`src/hdl/adf_pkg.sv`:
```
/*
  Package for the gain-control decay, ADC digital-path and bypass-switch register slice.
  Assumes an internal register port of the codec's control-bus engine on the same clock.
*/
package adf_pkg;
  // ==========================================================
  // Register map (page 0)
  localparam logic [6:0] ADF_OFS_DECAY = 7'h6a;
  localparam logic [6:0] ADF_OFS_PATH = 7'h6b;
  localparam logic [6:0] ADF_OFS_BYPASS = 7'h6c;
  localparam logic [7:0] ADF_RST_VAL = 8'h00;
  // ==========================================================
  // Field positions
  localparam int ADF_DEC_SEL_BIT = 7;
  localparam int ADF_DEC_BASE_LSB = 5;
  localparam int ADF_DEC_MULT_LSB = 2;
  localparam int ADF_PATH_HPL_BIT = 7;
  localparam int ADF_PATH_HPR_BIT = 6;
  localparam int ADF_PATH_PRG_BIT = 3;
  localparam int ADF_PATH_DIS_BIT = 2;
  localparam int ADF_PATH_ERR_BIT = 0;
  // Writable masks; reserved bits read as zero
  localparam logic [7:0] ADF_DECAY_WMASK = 8'hfc;
  localparam logic [7:0] ADF_PATH_WMASK = 8'hcc;
  localparam logic [7:0] ADF_BYPASS_WMASK = 8'h5f;
  // ==========================================================
  // Decay times in milliseconds
  localparam logic [15:0] ADF_BASE_MS0 = 16'h0032;
  localparam logic [15:0] ADF_BASE_MS1 = 16'h0096;
  localparam logic [15:0] ADF_BASE_MS2 = 16'h00fa;
  localparam logic [15:0] ADF_BASE_MS3 = 16'h015e;
  // Decimation ratio in half steps (code = 2*ratio); caps in ms
  localparam logic [15:0] ADF_CAP_R1 = 16'h0fa0;
  localparam logic [15:0] ADF_CAP_R15 = 16'h15e0;
  localparam logic [15:0] ADF_CAP_R2 = 16'h1f40;
  localparam logic [15:0] ADF_CAP_R25 = 16'h2580;
  localparam logic [15:0] ADF_CAP_R3 = 16'h2bc0;
  localparam logic [15:0] ADF_CAP_R4 = 16'h3e80;
  localparam logic [15:0] ADF_CAP_R5 = 16'h4b00;
  localparam logic [15:0] ADF_CAP_R55 = 16'h5780;

  typedef struct packed {
    logic wr;
    logic rd;
    logic [6:0] addr;
    logic [7:0] wdata;
  } adf_req_t;

  typedef struct packed {
    logic hp_left_prog;
    logic hp_right_prog;
    logic prog_filter_on;
    logic err_detect_en;
  } adf_path_t;

  typedef struct packed {
    logic [1:0] right_plus;
    logic [1:0] left_plus;
    logic [1:0] left_minus;
  } adf_bypass_t;
endpackage

```
`src/hdl/adf_regs.sv`:
```
/*
  Register slice: right decay override, ADC path and bus-error control, bypass switches.
  Assumes the bus engine presents one-cycle strobes on clk and a page-select level.
*/
// Behaviour
// - Select bit picks legacy or own decay
// - Baseline code gives 50 to 350 ms
// - Multiplier code scales baseline by power two
// - Decay capped by decimation ratio
// - Bit7 picks left highpass coefficient set
// - Bit6 picks right highpass coefficient set
// - Bit3 with DACs off inserts filter
// - Disable bit turns off bus-error detection
// - Error flag sets, clears on read
// - Bits 6,4 route right plus inputs
// - Bits 2,0 route left plus inputs
// - Bits 3,1 route left minus inputs
// - Access only while page zero active
module adf_regs
  import adf_pkg::*;
(
  input wire logic clk,
  input wire logic sys_rst,
  input adf_pkg::adf_req_t req,
  input wire logic page_sel,
  input wire logic bus_err_event,
  input wire logic dacs_powered_down,
  input wire logic [15:0] legacy_decay_ms,
  input wire logic [3:0] adc_decimation_ratio,
  output logic [7:0] rdata,
  output logic [15:0] decay_ms,
  output adf_pkg::adf_path_t path,
  output adf_pkg::adf_bypass_t bypass
);
  import adf_pkg::*;

  // ==========================================================
  // Decode
  logic [7:0] decay_reg, decay_next;
  logic [7:0] path_reg, path_next;
  logic [7:0] bypass_reg, bypass_next;
  logic err_reg, err_next;
  logic [7:0] rdata_next;

  wire page0 = ~page_sel;
  wire hit_decay = page0 && req.addr == ADF_OFS_DECAY;
  wire hit_path = page0 && req.addr == ADF_OFS_PATH;
  wire hit_bypass = page0 && req.addr == ADF_OFS_BYPASS;
  wire wr_decay = req.wr && hit_decay;
  wire wr_path = req.wr && hit_path;
  wire wr_bypass = req.wr && hit_bypass;
  wire rd_path = req.rd && hit_path;
  wire det_en = ~path_reg[ADF_PATH_DIS_BIT];

  // Reserved bits are masked off, so they always read zero
  assign decay_next = wr_decay ? (req.wdata & ADF_DECAY_WMASK) : decay_reg;
  assign path_next = wr_path ? (req.wdata & ADF_PATH_WMASK) : path_reg;
  assign bypass_next = wr_bypass ? (req.wdata & ADF_BYPASS_WMASK) : bypass_reg;
  // New event wins over the read clear
  assign err_next = (det_en && bus_err_event) ? 1'b1 : (rd_path ? 1'b0 : err_reg);

  wire [7:0] path_rd = path_reg | {7'h00, err_reg};
  assign rdata_next = !req.rd ? rdata :
    hit_decay ? decay_reg :
    hit_path ? path_rd :
    hit_bypass ? bypass_reg : 8'h00;

  // ==========================================================
  // Registers
  always_ff @(posedge clk) begin
    if (sys_rst) begin
      decay_reg <= ADF_RST_VAL;
      path_reg <= ADF_RST_VAL;
      bypass_reg <= ADF_RST_VAL;
      err_reg <= 1'b0;
      rdata <= ADF_RST_VAL;
    end else begin
      decay_reg <= decay_next;
      path_reg <= path_next;
      bypass_reg <= bypass_next;
      err_reg <= err_next;
      rdata <= rdata_next;
    end
  end

  // ==========================================================
  // Decay time
  wire [1:0] base_code = decay_reg[ADF_DEC_BASE_LSB +: 2];
  wire [2:0] mult_code = decay_reg[ADF_DEC_MULT_LSB +: 3];
  wire [15:0] base_ms = base_code == 2'h0 ? ADF_BASE_MS0 :
    base_code == 2'h1 ? ADF_BASE_MS1 :
    base_code == 2'h2 ? ADF_BASE_MS2 : ADF_BASE_MS3;
  wire [22:0] own_ms = {7'h00, base_ms} << mult_code;
  wire [22:0] sel_ms = decay_reg[ADF_DEC_SEL_BIT] ? own_ms : {7'h00, legacy_decay_ms};
  logic [15:0] cap_ms;
  always_comb begin
    unique case (adc_decimation_ratio)
      4'h2: cap_ms = ADF_CAP_R1;
      4'h3: cap_ms = ADF_CAP_R15;
      4'h4: cap_ms = ADF_CAP_R2;
      4'h5: cap_ms = ADF_CAP_R25;
      4'h6, 4'h7: cap_ms = ADF_CAP_R3;
      4'h8, 4'h9: cap_ms = ADF_CAP_R4;
      4'ha: cap_ms = ADF_CAP_R5;
      default: cap_ms = ADF_CAP_R55;
    endcase
  end
  logic [15:0] decay_ms_next;
  assign decay_ms_next = sel_ms > {7'h00, cap_ms} ? cap_ms : sel_ms[15:0];

  // ==========================================================
  // Outputs
  always_ff @(posedge clk) begin
    if (sys_rst) begin
      decay_ms <= 16'h0000;
      path <= '0;
      bypass <= '0;
    end else begin
      decay_ms <= decay_ms_next;
      path.hp_left_prog <= path_reg[ADF_PATH_HPL_BIT];
      path.hp_right_prog <= path_reg[ADF_PATH_HPR_BIT];
      path.prog_filter_on <= path_reg[ADF_PATH_PRG_BIT] & dacs_powered_down;
      path.err_detect_en <= det_en;
      bypass.right_plus <= {bypass_reg[6], bypass_reg[4]};
      bypass.left_plus <= {bypass_reg[2], bypass_reg[0]};
      bypass.left_minus <= {bypass_reg[3], bypass_reg[1]};
    end
  end

  // ==========================================================
  // Checks
  a_err_set: assert property (@(posedge clk) disable iff (sys_rst)
    det_en && bus_err_event |=> err_reg) else $error("error flag not set");
  a_err_clear: assert property (@(posedge clk) disable iff (sys_rst)
    rd_path && !bus_err_event |=> !err_reg) else $error("flag not cleared");
  a_err_disabled: assert property (@(posedge clk) disable iff (sys_rst)
    !det_en && !err_reg |=> !err_reg) else $error("flag set while off");
  a_page_block: assert property (@(posedge clk) disable iff (sys_rst)
    page_sel |=> $stable(bypass_reg) && $stable(decay_reg)) else $error("page1 write");
  a_write_back: assert property (@(posedge clk) disable iff (sys_rst)
    wr_bypass |=> bypass_reg == $past(req.wdata & ADF_BYPASS_WMASK)) else $error("no store");
  a_decay_cap: assert property (@(posedge clk) disable iff (sys_rst)
    1'b1 |=> decay_ms <= $past(cap_ms)) else $error("cap exceeded");
  a_legacy_sel: assert property (@(posedge clk) disable iff (sys_rst)
    !decay_reg[7] && legacy_decay_ms <= cap_ms |=> decay_ms == $past(legacy_decay_ms))
    else $error("legacy decay wrong");
  a_base_min: assert property (@(posedge clk) disable iff (sys_rst)
    decay_reg[7:2] == 6'h20 |=> decay_ms == ADF_BASE_MS0) else $error("base wrong");
  a_filter_gate: assert property (@(posedge clk) disable iff (sys_rst)
    !dacs_powered_down |=> !path.prog_filter_on) else $error("filter inserted");
  a_right_route: assert property (@(posedge clk) disable iff (sys_rst)
    1'b1 |=> bypass.right_plus == $past({bypass_reg[6], bypass_reg[4]}))
    else $error("right route");
  a_left_route: assert property (@(posedge clk) disable iff (sys_rst)
    1'b1 |=> bypass.left_plus == $past({bypass_reg[2], bypass_reg[0]}))
    else $error("left route");
  a_minus_route: assert property (@(posedge clk) disable iff (sys_rst)
    1'b1 |=> bypass.left_minus == $past({bypass_reg[3], bypass_reg[1]}))
    else $error("minus route");
  a_coef_sel: assert property (@(posedge clk) disable iff (sys_rst)
    1'b1 |=> path.hp_left_prog == $past(path_reg[7]) && path.hp_right_prog == $past(path_reg[6]))
    else $error("coef select");
  a_mult_max: assert property (@(posedge clk) disable iff (sys_rst)
    decay_reg[7:2] == 6'h3f && adc_decimation_ratio == 4'hc |=> decay_ms == ADF_CAP_R55)
    else $error("mult wrong");

  c_err_read: cover property (@(posedge clk) err_reg && rd_path);
  c_own_decay: cover property (@(posedge clk) decay_reg[7] && decay_ms_next == cap_ms);
  c_filter: cover property (@(posedge clk) path.prog_filter_on);
  c_bypass: cover property (@(posedge clk) wr_bypass);
endmodule

```
`config.mk`:
```
export PLATFORM = sky130hd
export DESIGN_NAME = adf_regs
export DESIGN_NICKNAME = d
export VERILOG_FILES = /design/src/hdl/adf_pkg.sv /design/src/hdl/adf_regs.sv
export SDC_FILE = /design/constraint.sdc
export NUM_CORES = 1
export LEC_CHECK = 0
export CAP_MARGIN = 20
export CORE_ASPECT_RATIO = 0.8
export CORE_MARGIN = 5
export CORE_UTILIZATION = 57
export CTS_CLUSTER_SIZE = 14
export DETAILED_ROUTE_END_ITERATION = 10
export DONT_BUFFER_PORTS = 1
export GPL_TIMING_DRIVEN = 0
export PLACE_DENSITY = 0.79
export REMOVE_ABC_BUFFERS = 1
export SLEW_MARGIN = 20
export SYNTH_ARGS = -nofsm -noshare
export SYNTH_HDL_FRONTEND = slang
export SYNTH_SLANG_ARGS = --single-unit
```
`constraint.sdc`:
```
create_clock -name clk -period 3.4 [get_ports clk]
set_clock_uncertainty 0.2 [all_clocks]
set_input_delay 0.34 -clock clk [delete_from_list [all_inputs] [get_ports clk]]
set_output_delay 0.34 -clock clk [all_outputs]
set_load 0.01 [all_outputs]
```
# After elaboration in Yosys (flattened, before gate mapping)
# Memory sizes are Yosys's and may differ from the RTL's.
# Cells that the tools add are included.
# classes
order_cmp	1
n_eq_ne	5
shift	1
n_mux	10
bitwise_logic	4
reduce_logical	10
# op_table
op	count
$mux 9	3
$gt 23x16->1	1
$mux 23	1
$shl 9x3->23	1
$eq 7x7->1 const B	3
$mux 16	1
$mux 8	2
$logic_and 1x1->1	8
$or 8x1->8	1
$mux 7	1
$eq 2x1->1 const B	1
$eq 2x2->1 const B	1
$logic_not 2->1	1
$mux 1	2
$not 1->1	2
$reduce_bool 2->1	1
$and 1x1->1	1
# word_totals
reg_bits	51
rom_bits	160
inputBits	42
out_inout_bits	34
elab_cells	45
mem_count	1
# memory_table
name	words	width	rd	rd_ports_with_merged_regs	wr	line	text
(no name shown)	16	10	1	0	0	adf_regs.sv:97	unique case (adc_decimation_ratio)

# Logic depth before layout (Yosys ltp)
# depth
ltp_word	8
mapped_depth	13
ltp_nobuf	12

# Least setup slack after synthesis
# OpenSTA, ideal clock, no wires.
# synth_path
path_type	register to register
startpoint	register decay_reg[5]
endpoint	register decay_ms[11]
setup_ns	0.121
arrival_ns	3.137
required_time_ns	3.079
slack_ns	-0.059
stages_incl_launch_ff	12
n_path_buf	2
period_less_slack_ns	3.459
path_cell_list	dfxtp_1 > inv_1 > ha_1 > mux4_2 > a22o_1 > ha_1 > nand4_1 > or4_1 > buf_2 > o21ai_4 > buf_6 > mux2_4
# synth_between
elab_chain_cells	8
elab_cells_between_ends	10
classes_between	order compare (1); eq/ne (2); shift (1); mux (5); reduce/logical (1)
# synth_rtl
item	line	text
start, declared	adf_regs.sv:39	logic [7:0] decay_reg, decay_next;
start signal, assigned	adf_regs.sv:78	decay_reg <= decay_next;
$eq 2x2->1	adf_regs.sv:92	base_code == 2'h2 ? ADF_BASE_MS2 : ADF_BASE_MS3;
$mux 9	adf_regs.sv:92	
$mux 9	adf_regs.sv:91	base_code == 2'h1 ? ADF_BASE_MS1 :
$mux 9 (*)	adf_regs.sv:90	wire [15:0] base_ms = base_code == 2'h0 ? ADF_BASE_MS0 :
$shl 9x3->23 (*)	adf_regs.sv:93	wire [22:0] own_ms = {7'h00, base_ms} << mult_code;
$mux 23 (*)	adf_regs.sv:94	wire [22:0] sel_ms = decay_reg[ADF_DEC_SEL_BIT] ? own_ms : {7'h00, legacy_decay_ms};
$gt 23x16->1	adf_regs.sv:109	assign decay_ms_next = sel_ms > {7'h00, cap_ms} ? cap_ms : sel_ms[15:0];
$mux 16 (*)	adf_regs.sv:109	
end signal, assigned	adf_regs.sv:119	decay_ms <= decay_ms_next;
end, declared	adf_regs.sv:31	output logic [15:0] decay_ms,
# Mark *: on every way between the ends. The rest lies on a longest branch, timed or not.
# A chain may end at the register's enable or synchronous reset.

# Worst setup path in the final report
# layout_path
startpoint	register decay_reg[5]
endpoint	register decay_ms[5]
# The elaborated chain is that of the path after synthesis.

==> run summary <==
The worst register-to-register path begins at decay_reg[5]. The clock tree synthesis step divided the H-tree into 2 levels. The starting density of the core came out at 57.7%. After detailed routing, the number of remaining DRC violations is 0.

The clock drives 51 sinks. The die covers 6500 µm². The floorplan die width came out at 88.9 µm. The async set-or-reset flop fraction in the synthesized netlist came out at 0%. After synthesis, the mean cell area works out to 8.61 µm². The residual overflow from global routing is 0. The initial detailed-routing violation count came out at 221. The number of buffer cells added on primary ports is 0. The terminating pin of the worst hold path is decay_ms[0]. The Yosys warning count came out at 0. Using the TritonRoute via totals, the vias-per-cell ratio works out to 6.11. The library cell used as clock root buffer is sky130_fd_sc_hd__clkbuf_8. The area growth from synthesis to layout is 12.1%.

The area of the core came out at 4920 µm². In this run the remaining antenna-violating nets after routing total 0. The final weighted congestion in routability-driven placement came out at 0.927. The ratio of cells with drive above 1 in the final layout is 13.7%. The number of max-capacitance violations reported came out at 0.

The clock tree from TritonCTS is yes. The detail-routed net length per standard cell is 17.6 µm. The internal reg-to-reg setup slack came out at 0.10 ns. The worst max-slew margin expressed relative to the limit is 48.9%. For this run, the detailed router's first-pass iteration total came to 4. The cell area reported after detailed placement came out at 2830 µm². The leakage power came out at 1.30 nW. The vias after detailed routing is 2426.

The clock latency of the later-clocked register in the worst-skew pair is 0.30 ns. The classification of the worst setup path is register to register. The worst register-to-register path has a depth of 11. Data arrives at the worst endpoint at 3.29 ns.

The count of cells along the worst hold path came out at 1. The worst setup path is launched from a register. The worst endpoint required time is 3.39 ns. The number of antenna diodes in the final layout is 0. The signal on the critical path passes through inv_2 > ha_4 > mux4_2 > a22o_1 > ha_1 > a211o_1 > o211ai_1 > o211ai_2 > o21ai_4 > buf_12 > mux2_1.

The wire length of the first global-routing pass is 10.8 mm. The cell area after layout is 3180 µm². The wire length reported by the detailed router is 7.00 mm.

Power spread over the standard cell area amounts to 353 nW/µm². Subtracting the final worst setup slack from the clock period gives 3.30 ns. The number of hold violations in the final report was 0. The critical-path maximum fanout came out at 8. Global routing consumed, over all layers together, 21.4% of the routing resources. The number of synthesized flops with an enable pin came out at 0.

Counting flops and latches in the post-synthesis netlist gives 51. The flow ran to the end, and the final reports show no timing, DRC or antenna violations. The number of nets in the layout came out at 389. The setup slack after layout is 0.102 ns. The register with the most flip-flops in the layout has 16 of them.

The clock input transition at the sequential cells of the worst setup and hold paths is 0.09 ns. The pre-CTS setup slack came out at -0.430 ns. The worst hold path belongs to the class input port to register.

The number of clock buffers inserted by TritonCTS came out at 5. The count of distinct cell types in the synthesized netlist is 61. The final count of negative-setup-slack endpoints is 0. IR analysis of the VDD net gives a maximum drop of 0.223 mV. The via count of the first global-routing pass came to 2140. The sum of net half-perimeters after detailed placement came out at 4.96 mm. In this run the deepest clock path goes through 2 buffers. The critical path's slowest cell is sky130_fd_sc_hd__mux4_2. On the worst path, the slowest cell contributes a delay of 0.48 ns. The count of mapped cells out of synthesis came out at 330. The number of slew-limit violations in the final report came to 0. The die is 73.1 µm tall.

The timing-limited maximum frequency is 0.303 GHz. Sequential elements use 35.9% of the synthesized area. The number of I/O pins came out at 76. The initial antenna violation count is 0.

The hold path startpoint is legacy_decay_ms[0]. Entering global routing, the biggest net connects 36 pins. STA classifies the critical path endpoint as a register.

In this run the core area contains 23 standard-cell rows. The area of the mapped netlist is 2840 µm². The worst register-to-register path ends at decay_ms[5]. The slew at the pin closest to its max-slew limit came out at 0.763 ns. The most used flip-flop cell after synthesis is sky130_fd_sc_hd__dfxtp_1. The post-route clock period utilization is 97.0%.
-- power by group --
part / total (mW) / switching, mW / internal (mW)
registers: 0.630 / 0.0162 / 0.614
clock network: 0.349 / 0.203 / 0.145
logic: 0.145 / 0.0704 / 0.0742
-- routing by layer --
layer,up-vias,global-route usage [%],wire length [µm]
li1,1194,-,-
met1,1117,32.9,3210
met2,109,29.2,3000
met3,6,6.43,742
met4,0,4.03,55
met5,-,0,0
-- how the worst max path moves through the flow --
| stage | slack (ns) | start | cells past startpoint | end |
|---|---|---|---|---|
| 6_report | 0.10 | decay_reg[5] | 11 | decay_ms[5] |
| 3_3_place_gp | -0.41 | decay_reg[5] | 10 | decay_ms[5] |
| 2_1_floorplan | -0.05 | decay_reg[5] | 9 | decay_ms[7] |
| 3_5_place_dp | -0.43 | decay_reg[5] | 10 | decay_ms[7] |
| 5_1_grt | -0.003 | decay_reg[5] | 11 | decay_ms[5] |
| 4_1_cts | 0.002 | decay_reg[7] | 9 | decay_ms[5] |
-- cell usage in the layout, fill, tap and decap left out, types with 8 or more instances in the layout --
| cell | n |
|---|---|
| sky130_fd_sc_hd__a22oi_1 | 8 |
| sky130_fd_sc_hd__nor2_1 | 40 |
| sky130_fd_sc_hd__a21oi_1 | 22 |
| sky130_fd_sc_hd__nand3_1 | 12 |
| sky130_fd_sc_hd__dlygate4sd3_1 | 9 |
| sky130_fd_sc_hd__nor2b_1 | 20 |
| sky130_fd_sc_hd__nand2_1 | 22 |
| sky130_fd_sc_hd__mux2i_1 | 16 |
| sky130_fd_sc_hd__dfxtp_1 | 45 |
| sky130_fd_sc_hd__ha_1 | 11 |
| sky130_fd_sc_hd__buf_4 | 8 |
-- cell families (layout without fill, tap and decap cells) --
logic type	Yosys count	in the layout	share of synthesized area, %
simple gates	126	126	22.6
compound gates	82	82	21.1
flops	51	51	35.9
buf+inv	32	37	4.76
mux	23	23	9.21
fa+ha+maj	13	13	5.73
xor+xnor	2	2	0.617
other cells	1	1	0.132
-- through the flow --
stage,power [mW],hold slack (ns),utilization (%),std cells,TNS (ns)
global route,1.18,0.0207,64.7,397,-0.00332
detailed placement,0.752,0.213,57.4,370,-3.56
CTS,1.12,0.0221,62.9,392,0
floorplan,0.731,0.207,-,308,-0.179
global placement,0.752,0.213,57.3,370,-3.28
finish,1.12,0.0313,64.7,397,0
-- synth_stat cells, types with 5 or more instances --
| cell type | number | area share [%] |
|---|---|---|
| sky130_fd_sc_hd__dfxtp_1 | 51 | 36 |
| sky130_fd_sc_hd__nor2_1 | 40 | 5.3 |
| sky130_fd_sc_hd__a21oi_1 | 22 | 3.9 |
| sky130_fd_sc_hd__nand2_1 | 22 | 2.9 |
| sky130_fd_sc_hd__nor2b_1 | 20 | 4.4 |
| sky130_fd_sc_hd__mux2i_1 | 16 | 5.6 |
| sky130_fd_sc_hd__clkbuf_1 | 15 | 2.0 |
| sky130_fd_sc_hd__ha_1 | 13 | 5.7 |
| sky130_fd_sc_hd__nand3_1 | 12 | 2.1 |
| sky130_fd_sc_hd__a22oi_1 | 8 | 2.1 |
| sky130_fd_sc_hd__inv_1 | 8 | 1.1 |
| sky130_fd_sc_hd__a31o_1 | 5 | 1.5 |
| sky130_fd_sc_hd__o21ai_1 | 5 | 0.88 |
-- critical path: cells and delay by family (launching register included) --
family,cells,cell delay (ns)
multiplexers,2,0.79
flip-flops,1,0.40
adder cells (fa/ha/maj),2,0.58
AO/OA/AOI/OAI,5,1.01
buffers and inverters,2,0.21
-- timing repair --
| item | 4_1_cts | 5_1_grt |
|---|---|---|
| hold buffers | 10 | 0 |
| setup buffers | 4 | 5 |
| endpoints found under the setup margin | 14 | 14 |
| gates resized for setup | 7 | 11 |
| pin swaps | 3 | 3 |
| endpoints found under the hold margin | 36 | 0 |
-- layout make-up --
type                       count  area (µm²)
sequential                    51        1030
multi-input combinational    247        1760
clock buffer                   5        68.8
clock inverter                 3        18.8
inverter                      10        37.5
tap                           62        77.6
fill                         394        1740
timing repair buffer          19         190
Power figures use the tool's default switching activity.
